$ cat config.mk
export PLATFORM = sky130hd
export DESIGN_NAME = tfc_classifier
export DESIGN_NICKNAME = d
export VERILOG_FILES = /design/src/rtl/tfc_pkg.sv /design/src/rtl/tfc_sticky_bit.sv /design/src/rtl/tfc_classifier.sv
export SDC_FILE = /design/constraint.sdc
export NUM_CORES = 1
export LEC_CHECK = 0
export BUFFER_PORTS_ARGS = -buffer_cell sky130_fd_sc_hd__buf_2
export CAP_MARGIN = 15
export CORE_ASPECT_RATIO = 1.4
export CORE_MARGIN = 1
export CORE_UTILIZATION = 24
export CTS_BUF_LIST = sky130_fd_sc_hd__clkbuf_4 sky130_fd_sc_hd__clkbuf_8
export DETAILED_ROUTE_END_ITERATION = 16
export MAX_ROUTING_LAYER = met4
export SLEW_MARGIN = 20
export SYNTH_ARGS = -nofsm -noshare
export SYNTH_HDL_FRONTEND = slang
export SYNTH_SLANG_ARGS = --single-unit
$ cat constraint.sdc
create_clock -name sys_clk -period 34.4 [get_ports sys_clk]
set_input_delay 3.44 -clock sys_clk [delete_from_list [all_inputs] [get_ports sys_clk]]
set_output_delay 3.44 -clock sys_clk [all_outputs]
set_load 0.01 [all_outputs]
$ cat src/rtl/tfc_pkg.sv
// constants shared by the translation fault event classifier
package tfc_pkg;
  // register byte offsets
  localparam logic [7:0] REG_CTRL   = 8'h00;
  localparam logic [7:0] REG_STATUS = 8'h04;
  localparam logic [7:0] REG_MASK   = 8'h08;
  localparam logic [7:0] REG_COUNT  = 8'h0c;
  localparam logic [7:0] REG_LAST   = 8'h10;
  // control register bit positions
  localparam int CTRL_ENABLE_BIT = 0;
  localparam int CTRL_CHECK_BIT  = 1;
  localparam int CTRL_MERGE_BIT  = 2;
  localparam int CTRL_REV0_BIT   = 3;
  localparam logic [3:0] CTRL_RESET  = 4'h0;
  localparam logic [3:0] MASK_RESET  = 4'h0;
  // status bit per event
  localparam int EVT_FORBID  = 0;
  localparam int EVT_BADSUB  = 1;
  localparam int EVT_FETCH   = 2;
  localparam int EVT_BADDESC = 3;
  localparam int EVT_NUM     = 4;
  // event codes
  localparam logic [7:0] CODE_FORBID  = 8'h07;
  localparam logic [7:0] CODE_BADSUB  = 8'h08;
  localparam logic [7:0] CODE_FETCH   = 8'h09;
  localparam logic [7:0] CODE_BADDESC = 8'h0a;
  // record word 0 layout
  localparam int W0_SUB_LSB   = 12;
  localparam int W0_VALID_BIT = 11;
  // record shape
  localparam int REC_WORDS = 8;
  localparam int MERGE_LSB = 12;
  // entry field encodings
  localparam logic [2:0] CFG_FULL_BYPASS = 3'b100;
  localparam logic [1:0] ATS_DENIED      = 2'b00;
  localparam logic [1:0] DSS_INDEX_ZERO  = 2'b10;
  // recording state machine
  typedef enum logic [1:0] {
    ST_IDLE = 2'b01,
    ST_EMIT = 2'b10
  } tfc_state_t;
endpackage

$ cat src/rtl/tfc_sticky_bit.sv
// one sticky event status bit with mask and write-one-to-clear
`timescale 1ns/100ps
`default_nettype none
module tfc_sticky_bit
(
  input  wire logic sys_clk,
  input  wire logic rst,
  input  wire logic setEvt,
  input  wire logic clrBit,
  input  wire logic maskBit,
  output logic      stat,
  output logic      pend
);
  logic stat_q;
  logic stat_d;

  // an event in the clearing cycle survives
  assign stat_d = setEvt | (stat_q & ~clrBit);
  assign stat   = stat_q;
  assign pend   = stat_q & maskBit;

  // status flop
  always_ff @(posedge sys_clk or posedge rst)
  begin
    if (rst)
      stat_q <= 1'b0;
    else
      stat_q <= stat_d;
  end
endmodule // tfc_sticky_bit
`default_nettype wire

$ cat src/rtl/tfc_classifier.sv
// translation fault event classifier with record output and apb registers
//
// The placing of the registers and the APB register port were chosen for this implementation.
`timescale 1ns/100ps
`default_nettype none
module tfc_classifier
  import tfc_pkg::*;
#(
  parameter int SUB_W = 20
)
(
  input  wire logic             sys_clk,
  input  wire logic             rst,
  // apb slave
  input  wire logic             psel,
  input  wire logic             penable,
  input  wire logic             pwrite,
  input  wire logic [7:0]       paddr,
  input  wire logic [31:0]      pwdata,
  output logic [31:0]           prdata,
  output logic                  pready,
  output logic                  pslverr,
  output logic                  irq,
  // incoming transaction with its entry fields
  input  wire logic             txnValid,
  output logic                  txnReady,
  input  wire logic             txnTranslated,
  input  wire logic             secureStreamFlag,
  input  wire logic [31:0]      streamIdentifier,
  input  wire logic             substreamValid,
  input  wire logic [SUB_W-1:0] substreamIdentifier,
  input  wire logic [63:0]      inputAddress,
  input  wire logic             entryValid,
  input  wire logic [1:0]       entryAtsPermission,
  input  wire logic [2:0]       entryStageConfiguration,
  input  wire logic [SUB_W-1:0] substreamLimitField,
  // descriptor fetch outcome
  input  wire logic             fetchValid,
  output logic                  fetchReady,
  input  wire logic [31:0]      fetchStream,
  input  wire logic             fetchSubValid,
  input  wire logic [SUB_W-1:0] fetchSubId,
  input  wire logic [SUB_W-1:0] fetchDescIndex,
  input  wire logic [1:0]       defaultSubstreamSelect,
  input  wire logic             fetchAbort,
  input  wire logic             fetchRangeError,
  input  wire logic             fetchFirstInvalid,
  input  wire logic             fetchPointerRange,
  input  wire logic             fetchDescInvalid,
  input  wire logic             fetchDescIllegal,
  input  wire logic [51:0]      fetchPhysicalAddress,
  input  wire logic [31:0]      fetchCause,
  // event record writer
  output logic                  recValid,
  input  wire logic             recReady,
  output logic [31:0]           recData,
  output logic                  recLast
);
  tfc_state_t state_q;
  tfc_state_t state_d;
  logic [3:0]  ctrl_q;
  logic [3:0]  mask_q;
  logic [15:0] recCount_q;
  logic [15:0] mergeCount_q;
  logic [7:0]  lastCode_q;
  logic [2:0]  wordCnt_q;
  logic [31:0] recWords_q [REC_WORDS];
  logic [31:0] recNext [REC_WORDS];
  logic        keyValid_q;
  logic [31:0] keyStream_q;
  logic [51:0] keyPage_q;
  logic [EVT_NUM-1:0] statBits;
  logic [EVT_NUM-1:0] pendBits;
  logic [EVT_NUM-1:0] evtSet;

  // apb decode
  wire apbAcc   = psel & penable;
  wire apbWr    = apbAcc & pwrite;
  wire hitCtrl  = paddr == REG_CTRL;
  wire hitStat  = paddr == REG_STATUS;
  wire hitMask  = paddr == REG_MASK;
  wire hitCount = paddr == REG_COUNT;
  wire hitLast  = paddr == REG_LAST;
  wire hitAny   = hitCtrl | hitStat | hitMask | hitCount | hitLast;

  // control fields
  wire globalEnable = ctrl_q[CTRL_ENABLE_BIT];
  wire atsCheck     = ctrl_q[CTRL_CHECK_BIT];
  wire mergeEnable  = ctrl_q[CTRL_MERGE_BIT];
  wire firstRev     = ctrl_q[CTRL_REV0_BIT];

  // handshakes, fetch outcomes take precedence
  wire idle      = state_q == ST_IDLE;
  assign fetchReady = idle;
  assign txnReady   = idle & ~fetchValid;
  wire txnTake   = txnValid & txnReady;
  wire fetchTake = fetchValid & fetchReady;
  wire recTake   = recValid & recReady;

  // forbidden translated traffic
  wire bypassDenied = atsCheck & entryValid
    & (entryAtsPermission == ATS_DENIED
       | entryStageConfiguration == CFG_FULL_BYPASS);
  wire forbidHit = txnTranslated
    & (bypassDenied | secureStreamFlag | ~globalEnable);

  // merge key drops the page offset bits
  wire mergeHit = forbidHit & mergeEnable & keyValid_q
    & keyStream_q == streamIdentifier
    & keyPage_q == inputAddress[63:MERGE_LSB];

  // bad substream on the transaction path, stage 2 state not looked at
  wire badSubHit = ~forbidHit & substreamValid
    & (~entryStageConfiguration[0]
       | substreamLimitField == '0
       | substreamIdentifier >= substreamLimitField);

  // fetch path classification
  wire abortHit   = fetchAbort | (firstRev & fetchRangeError);
  wire firstHit   = ~abortHit & (fetchFirstInvalid | fetchPointerRange);
  wire descHit    = ~abortHit & ~firstHit
    & (fetchDescInvalid | fetchDescIllegal);
  wire dssZero    = ~fetchSubValid & defaultSubstreamSelect == DSS_INDEX_ZERO;
  wire [SUB_W-1:0] badSubField =
    ~fetchPointerRange ? fetchSubId :
    dssZero            ? '0 :
                         fetchDescIndex;

  // which event is recorded this cycle
  wire txnRec   = txnTake & ((forbidHit & ~mergeHit) | badSubHit);
  wire fetchRec = fetchTake & (abortHit | firstHit | descHit);
  assign evtSet[EVT_FORBID]  = txnTake & forbidHit;
  assign evtSet[EVT_BADSUB]  = (txnTake & badSubHit) | (fetchTake & firstHit);
  assign evtSet[EVT_FETCH]   = fetchTake & abortHit;
  assign evtSet[EVT_BADDESC] = fetchTake & descHit;

  // fetch address with reserved top nibble in the first revision
  wire [51:0] addrOut = {fetchPhysicalAddress[51:48] & {4{~firstRev}},
                         fetchPhysicalAddress[47:0]};

  // record assembly, every undefined word stays zero
  always_comb
  begin
    for (int i = 0; i < REC_WORDS; i++)
      recNext[i] = 32'h0;
    if (fetchTake)
    begin
      recNext[1] = fetchStream;
      if (abortHit)
      begin
        recNext[0] = {fetchSubId, fetchSubValid, 3'h0, CODE_FETCH};
        recNext[2] = fetchCause;
        recNext[6] = {addrOut[31:3], 3'h0};
        recNext[7] = {12'h0, addrOut[51:32]};
      end
      else if (firstHit)
        recNext[0] = {badSubField, 1'b0, 3'h0, CODE_BADSUB};
      else
        recNext[0] = {fetchSubId, fetchSubValid, 3'h0, CODE_BADDESC};
    end
    else
    begin
      recNext[1] = streamIdentifier;
      if (forbidHit)
      begin
        recNext[0] = {24'h0, CODE_FORBID};
        recNext[4] = inputAddress[31:0];
        recNext[5] = inputAddress[63:32];
      end
      else
        recNext[0] = {substreamIdentifier, 1'b0, 3'h0, CODE_BADSUB};
    end
  end

  // next state
  always_comb
  begin
    case (state_q)
      ST_IDLE: state_d = (txnRec | fetchRec) ? ST_EMIT : ST_IDLE;
      ST_EMIT: state_d = (recTake & recLast) ? ST_IDLE : ST_EMIT;
      default: state_d = ST_IDLE;
    endcase
  end

  // record output from the head of the word shifter
  assign recValid = state_q == ST_EMIT;
  assign recData  = recWords_q[0];
  assign recLast  = wordCnt_q == 3'(REC_WORDS - 1);

  // state and word counter
  always_ff @(posedge sys_clk or posedge rst)
  begin
    if (rst)
    begin
      state_q   <= ST_IDLE;
      wordCnt_q <= 3'h0;
    end
    else
    begin
      state_q <= state_d;
      if (idle)
        wordCnt_q <= 3'h0;
      else if (recTake)
        wordCnt_q <= wordCnt_q + 3'h1;
    end
  end

  // load a fresh record or shift one word out
  always_ff @(posedge sys_clk or posedge rst)
  begin
    if (rst)
    begin
      for (int i = 0; i < REC_WORDS; i++)
        recWords_q[i] <= 32'h0;
    end
    else if (txnRec | fetchRec)
    begin
      for (int i = 0; i < REC_WORDS; i++)
        recWords_q[i] <= recNext[i];
    end
    else if (recTake)
    begin
      for (int i = 0; i < REC_WORDS - 1; i++)
        recWords_q[i] <= recWords_q[i + 1];
      recWords_q[REC_WORDS - 1] <= 32'h0;
    end
  end

  // merge key of the last forbidden record, lost on any other record
  always_ff @(posedge sys_clk or posedge rst)
  begin
    if (rst)
    begin
      keyValid_q  <= 1'b0;
      keyStream_q <= 32'h0;
      keyPage_q   <= 52'h0;
    end
    else if (txnRec & forbidHit)
    begin
      keyValid_q  <= 1'b1;
      keyStream_q <= streamIdentifier;
      keyPage_q   <= inputAddress[63:MERGE_LSB];
    end
    else if (txnRec | fetchRec)
      keyValid_q <= 1'b0;
  end

  // record and merge counters, last code
  always_ff @(posedge sys_clk or posedge rst)
  begin
    if (rst)
    begin
      recCount_q   <= 16'h0;
      mergeCount_q <= 16'h0;
      lastCode_q   <= 8'h0;
    end
    else
    begin
      if (txnRec | fetchRec)
      begin
        recCount_q <= recCount_q + 16'h1;
        lastCode_q <= recNext[0][7:0];
      end
      if (txnTake & mergeHit)
        mergeCount_q <= mergeCount_q + 16'h1;
    end
  end

  // software control and mask
  always_ff @(posedge sys_clk or posedge rst)
  begin
    if (rst)
    begin
      ctrl_q <= CTRL_RESET;
      mask_q <= MASK_RESET;
    end
    else
    begin
      if (apbWr & hitCtrl)
        ctrl_q <= pwdata[3:0];
      if (apbWr & hitMask)
        mask_q <= pwdata[EVT_NUM-1:0];
    end
  end

  // sticky status bits, one per event
  genvar g;
  generate
    for (g = 0; g < EVT_NUM; g++)
    begin : gen_stat
      tfc_sticky_bit u_bit
      (
        .sys_clk (sys_clk),
        .rst     (rst),
        .setEvt  (evtSet[g]),
        .clrBit  (apbWr & hitStat & pwdata[g]),
        .maskBit (mask_q[g]),
        .stat    (statBits[g]),
        .pend    (pendBits[g])
      );
    end
  endgenerate
  assign irq = |pendBits;
  // read mux, zero wait states, unmapped answers with an error
  assign pready  = 1'b1;
  assign pslverr = apbAcc & ~hitAny;
  assign prdata  = ~apbAcc ? 32'h0 :
                   hitCtrl  ? {28'h0, ctrl_q} :
                   hitStat  ? {28'h0, statBits} :
                   hitMask  ? {28'h0, mask_q} :
                   hitCount ? {mergeCount_q, recCount_q} :
                   hitLast  ? {23'h0, ~idle, lastCode_q} : 32'h0;
endmodule // tfc_classifier
`default_nettype wire

==> impl_results.md <==
- Status: finished, final reports clean
- Routed Wire Length: roughly 75 mm
- FMAX: ~110 MHz
- Final Cycle Share: a little over a quarter
- Highest-count cells in the layout ignoring fill and taps: 396 x sky130_fd_sc_hd__buf_2, 381 x sky130_fd_sc_hd__dfrtp_1, 253 x sky130_fd_sc_hd__mux2i_1
- Kind of start point of the critical path: primary input
- Highest ir drop seen on vdd: 0.0340 mV
- Worst EP required: approximately 31 ns
- Count of synthesis-stage warnings from yosys: 0
- I/O pin count: 429
- Worst Hold Launch: keyValid_q
- Weighted congestion reported at the end of routability-driven placement: around 0.9
- Hold endpoint: keyValid_q
- Clock tree from TritonCTS: yes
- DR pass1 iterations: 5
- Type of the worst min-delay path: flop to flop
- Depth of the worst register-to-register path: 12
- Min setup slack post-route: 25.43 ns
- Most common cell after layout, fill and taps aside: sky130_fd_sc_hd__buf_2
- Die H: approximately 340 um
- PostCTS Resize Cnt: 0
- Total chip power: approximately 1.7 mW
- Net Count, Synth: roughly 2.2k
- Post-synthesis cell count: roughly 1.8k
- Number of flops mapped to enable cells by yosys: 0
- Post-CTS setup repair buffer count: 0
- Wire length of the first global-routing pass: between 100 and 150 mm
- Vias post-DR: 15.7k
- Maximum clock skew at final layout: between 0.03 and 0.04 ns
- Reg-to-reg critical path endpoint: recWords_q[53]
- Time the worst path needs with I/O delays and setup: between 8 and 9 ns
- Cell at the root of the clock tree: sky130_fd_sc_hd__clkbuf_8
- Layout Nets: between 2k and 3k
- Number of pins exceeding their max-slew limit in the final report: 0
- Power per cell area: between 70 and 80 nW/um^2
- Number of buffers on the longest clock path: 3
- Leakage component of the power: about 11 nW
- DRC violation count after routing: 0
- Number of unique standard cell types used by synthesis: between 60 and 70
- Total CTS buffers: about 70
- Worst flop-to-flop path startpoint: state_q[1]
- Initial Util: between 20% and 30%
- Horizontal die dimension: around 240 um
- Initial antenna violation count: 26
- CTS hold repair buffers: 0
- Hold Path Depth: 2
- Routed WL per cell: 22.6 um
- Area taken by flip-flops and latches: roughly 9600 sq um
- Worst-margin pin slew: about 1.1 ns
- Congestion Overflow GR: 0
- Die area: roughly 84,000 sq um
- Area of combinational cells with multiple inputs: just over 9000 sq um
- Core region area: 81,800 sq um
- Main flop type after synthesis: sky130_fd_sc_hd__dfrtp_1
- CTS H-tree lvls: 3
- Fill cell total of the finished layout: between 8k and 9k
- Post-DRT Antenna Nets: 0
- Signal arrival time at the worst endpoint: between 5 and 6 ns
- Initial drt markers: roughly 780
- Number of core rows: 124
- Sequential fraction of the synthesis area: between 40% and 50%
- Post-detailed-placement half-perimeter wirelength: around 56 mm
- Highest fanout seen on the critical path: 27
- Setup_tns: 0 ns
- Clock latency of the later-clocked register in the worst-skew pair: between 0.6 and 0.7 ns
- Detailed-route vias per instance: roughly 4.7
- Area overhead of the layout relative to synthesis: 21.9%
- Number of setup violations in the final report: 0
- Largest net degree at the start of global routing: 165
- Headroom to the max-slew limit: 27.2%
- Clk sinks: roughly 380
- Clk slew on worst S/H paths: 0.06 ns
- RSZ-0062 raised after global routing: no
- Endpoints failing hold: 0
- GRT Overall Usage: a little under a fifth
- # port buffers: ~400
- Synth async-reset ratio: 100%
- Setup slack, reg-to-reg: 29.18 ns
- Vias in the first global route: around 16k
- Startpoint-to-endpoint class of the critical path: primary input to output pin
- Total of max-cap violations: 0
- Number of flip-flops and latches in the synthesized netlist: 382
- Avg Synthesized Cell Area: 11.0 sq um
- Synthesized cell area: 19,800 sq um
- Layout cell share with drive strength beyond 1: 27.0%
- Setup slack at placement: ~25 ns
- Critical Path End Type: output pin
==> area by class of cell <==
class	instances	share of cell area, %
Timing Repair Buffer	420	9.14
Tap cell	1071	5.55
Antenna cell	19	0.197
Multi-Input combinational cell	1247	38.7
Clock inverter	24	0.917
Sequential cell	382	39.6
Inverter	35	0.575
Clock buffer	103	5.38
==> worst max path at each step <==
| stage | startpoint | to | slack [ns] | cells past startpoint |
|---|---|---|---|---|
| floorplan | rst | ctrl_q[0] | 20.35 | 1 |
| finish | paddr[1] | prdata[7] | 25.43 | 8 |
| CTS | paddr[1] | prdata[7] | 25.41 | 8 |
| global route | paddr[1] | prdata[6] | 25.21 | 8 |
| global placement | paddr[1] | prdata[7] | 25.44 | 8 |
| detailed placement | paddr[1] | prdata[7] | 25.42 | 8 |
==> logic make-up after synthesis <==
logic type / synth area share (%)
buffers and inverters: 4.89
DFF: 48.2
muxes: 18.1
adders and majority gates: 1.64
xor gates and xnor gates: 3.75
and+or+nand+nor: 11.8
AOI/OAI and AO/OA: 11.6
other: 0.0189
==> where the power goes <==
| group | total, mW | internal [mW] | switching (mW) |
|---|---|---|---|
| Clock | 0.478 | 0.268 | 0.211 |
| Combinational | 0.525 | 0.224 | 0.301 |
| Sequential | 0.733 | 0.617 | 0.116 |
| Total | 1.74 | 1.11 | 0.628 |
==> metrics by stage <==
stage	util [%]	instance area [sq um]	hold WS [ns]	instances
4_1_cts	29.5	24100	0.488	3281
6_report	29.5	24200	0.488	3301
2_1_floorplan	-	19800	0.434	1809
3_3_place_gp	27.6	22600	0.460	3154
5_1_grt	29.5	24200	0.512	3300
3_5_place_dp	27.6	22600	0.472	3154
==> sequential cells by signal, indices dropped and copies added, names as in the netlist <==
signal and cells:
ctrl_q 4, gen_stat.u_bit.stat 4, keyPage_q 52, keyStream_q 32, keyValid_q 1, lastCode_q 4
mask_q 4, mergeCount_q 16, recCount_q 16, recData 32, recWords_q 212, state_q 2
wordCnt_q 3
==> cell usage after synthesis, drive strengths merged, types with 4 or more instances <==
cell / instances / area [sq um]
nor4: 46 / 288
o21ai: 73 / 365
a2111oi: 4 / 60.1
nor2: 31 / 119
a32o: 32 / 320
xor2: 65 / 569
dfrtp: 381 / 9530
nand4: 15 / 93.8
a22oi: 6 / 45.0
or4: 4 / 33.8
nand2: 193 / 724
mux2: 94 / 1060
xnor2: 20 / 175
ha: 26 / 325
clkbuf: 77 / 289
buf: 68 / 549
a21oi: 62 / 314
a211oi: 5 / 37.5
mux2i: 253 / 2530
o31ai: 13 / 97.6
o211ai: 24 / 180
and2: 35 / 219
o2bb2ai: 50 / 438
nor3b: 4 / 30.0
a221o: 20 / 200
inv: 35 / 131
a21o: 5 / 37.5
nor2b: 55 / 352
o22ai: 9 / 56.3
nor3: 13 / 65.1
nand3: 44 / 220
and3: 13 / 81.3
nand2b: 4 / 25.0
==> layer usage <==
layer	global-route usage (%)	wire, um	part of all wire, %	up-vias
met5	-	0	0	-
met4	7.33	2460	3.3	0
met3	3.74	4250	5.7	108
met2	30.1	36500	49	477
met1	21.7	31500	42	7820
li1	-	-	-	7261
==> worst max-delay path, cell delays in order <==
cell and delay (ns):
sky130_fd_sc_hd__buf_2 0.10, sky130_fd_sc_hd__nor3_1 0.17, sky130_fd_sc_hd__nand2_1 0.16, sky130_fd_sc_hd__nor2_1 0.15, sky130_fd_sc_hd__and2_0 0.32, sky130_fd_sc_hd__and3_1 0.75, sky130_fd_sc_hd__and2_1 0.27, sky130_fd_sc_hd__buf_2 0.15
Power figures use the tool's default switching activity.
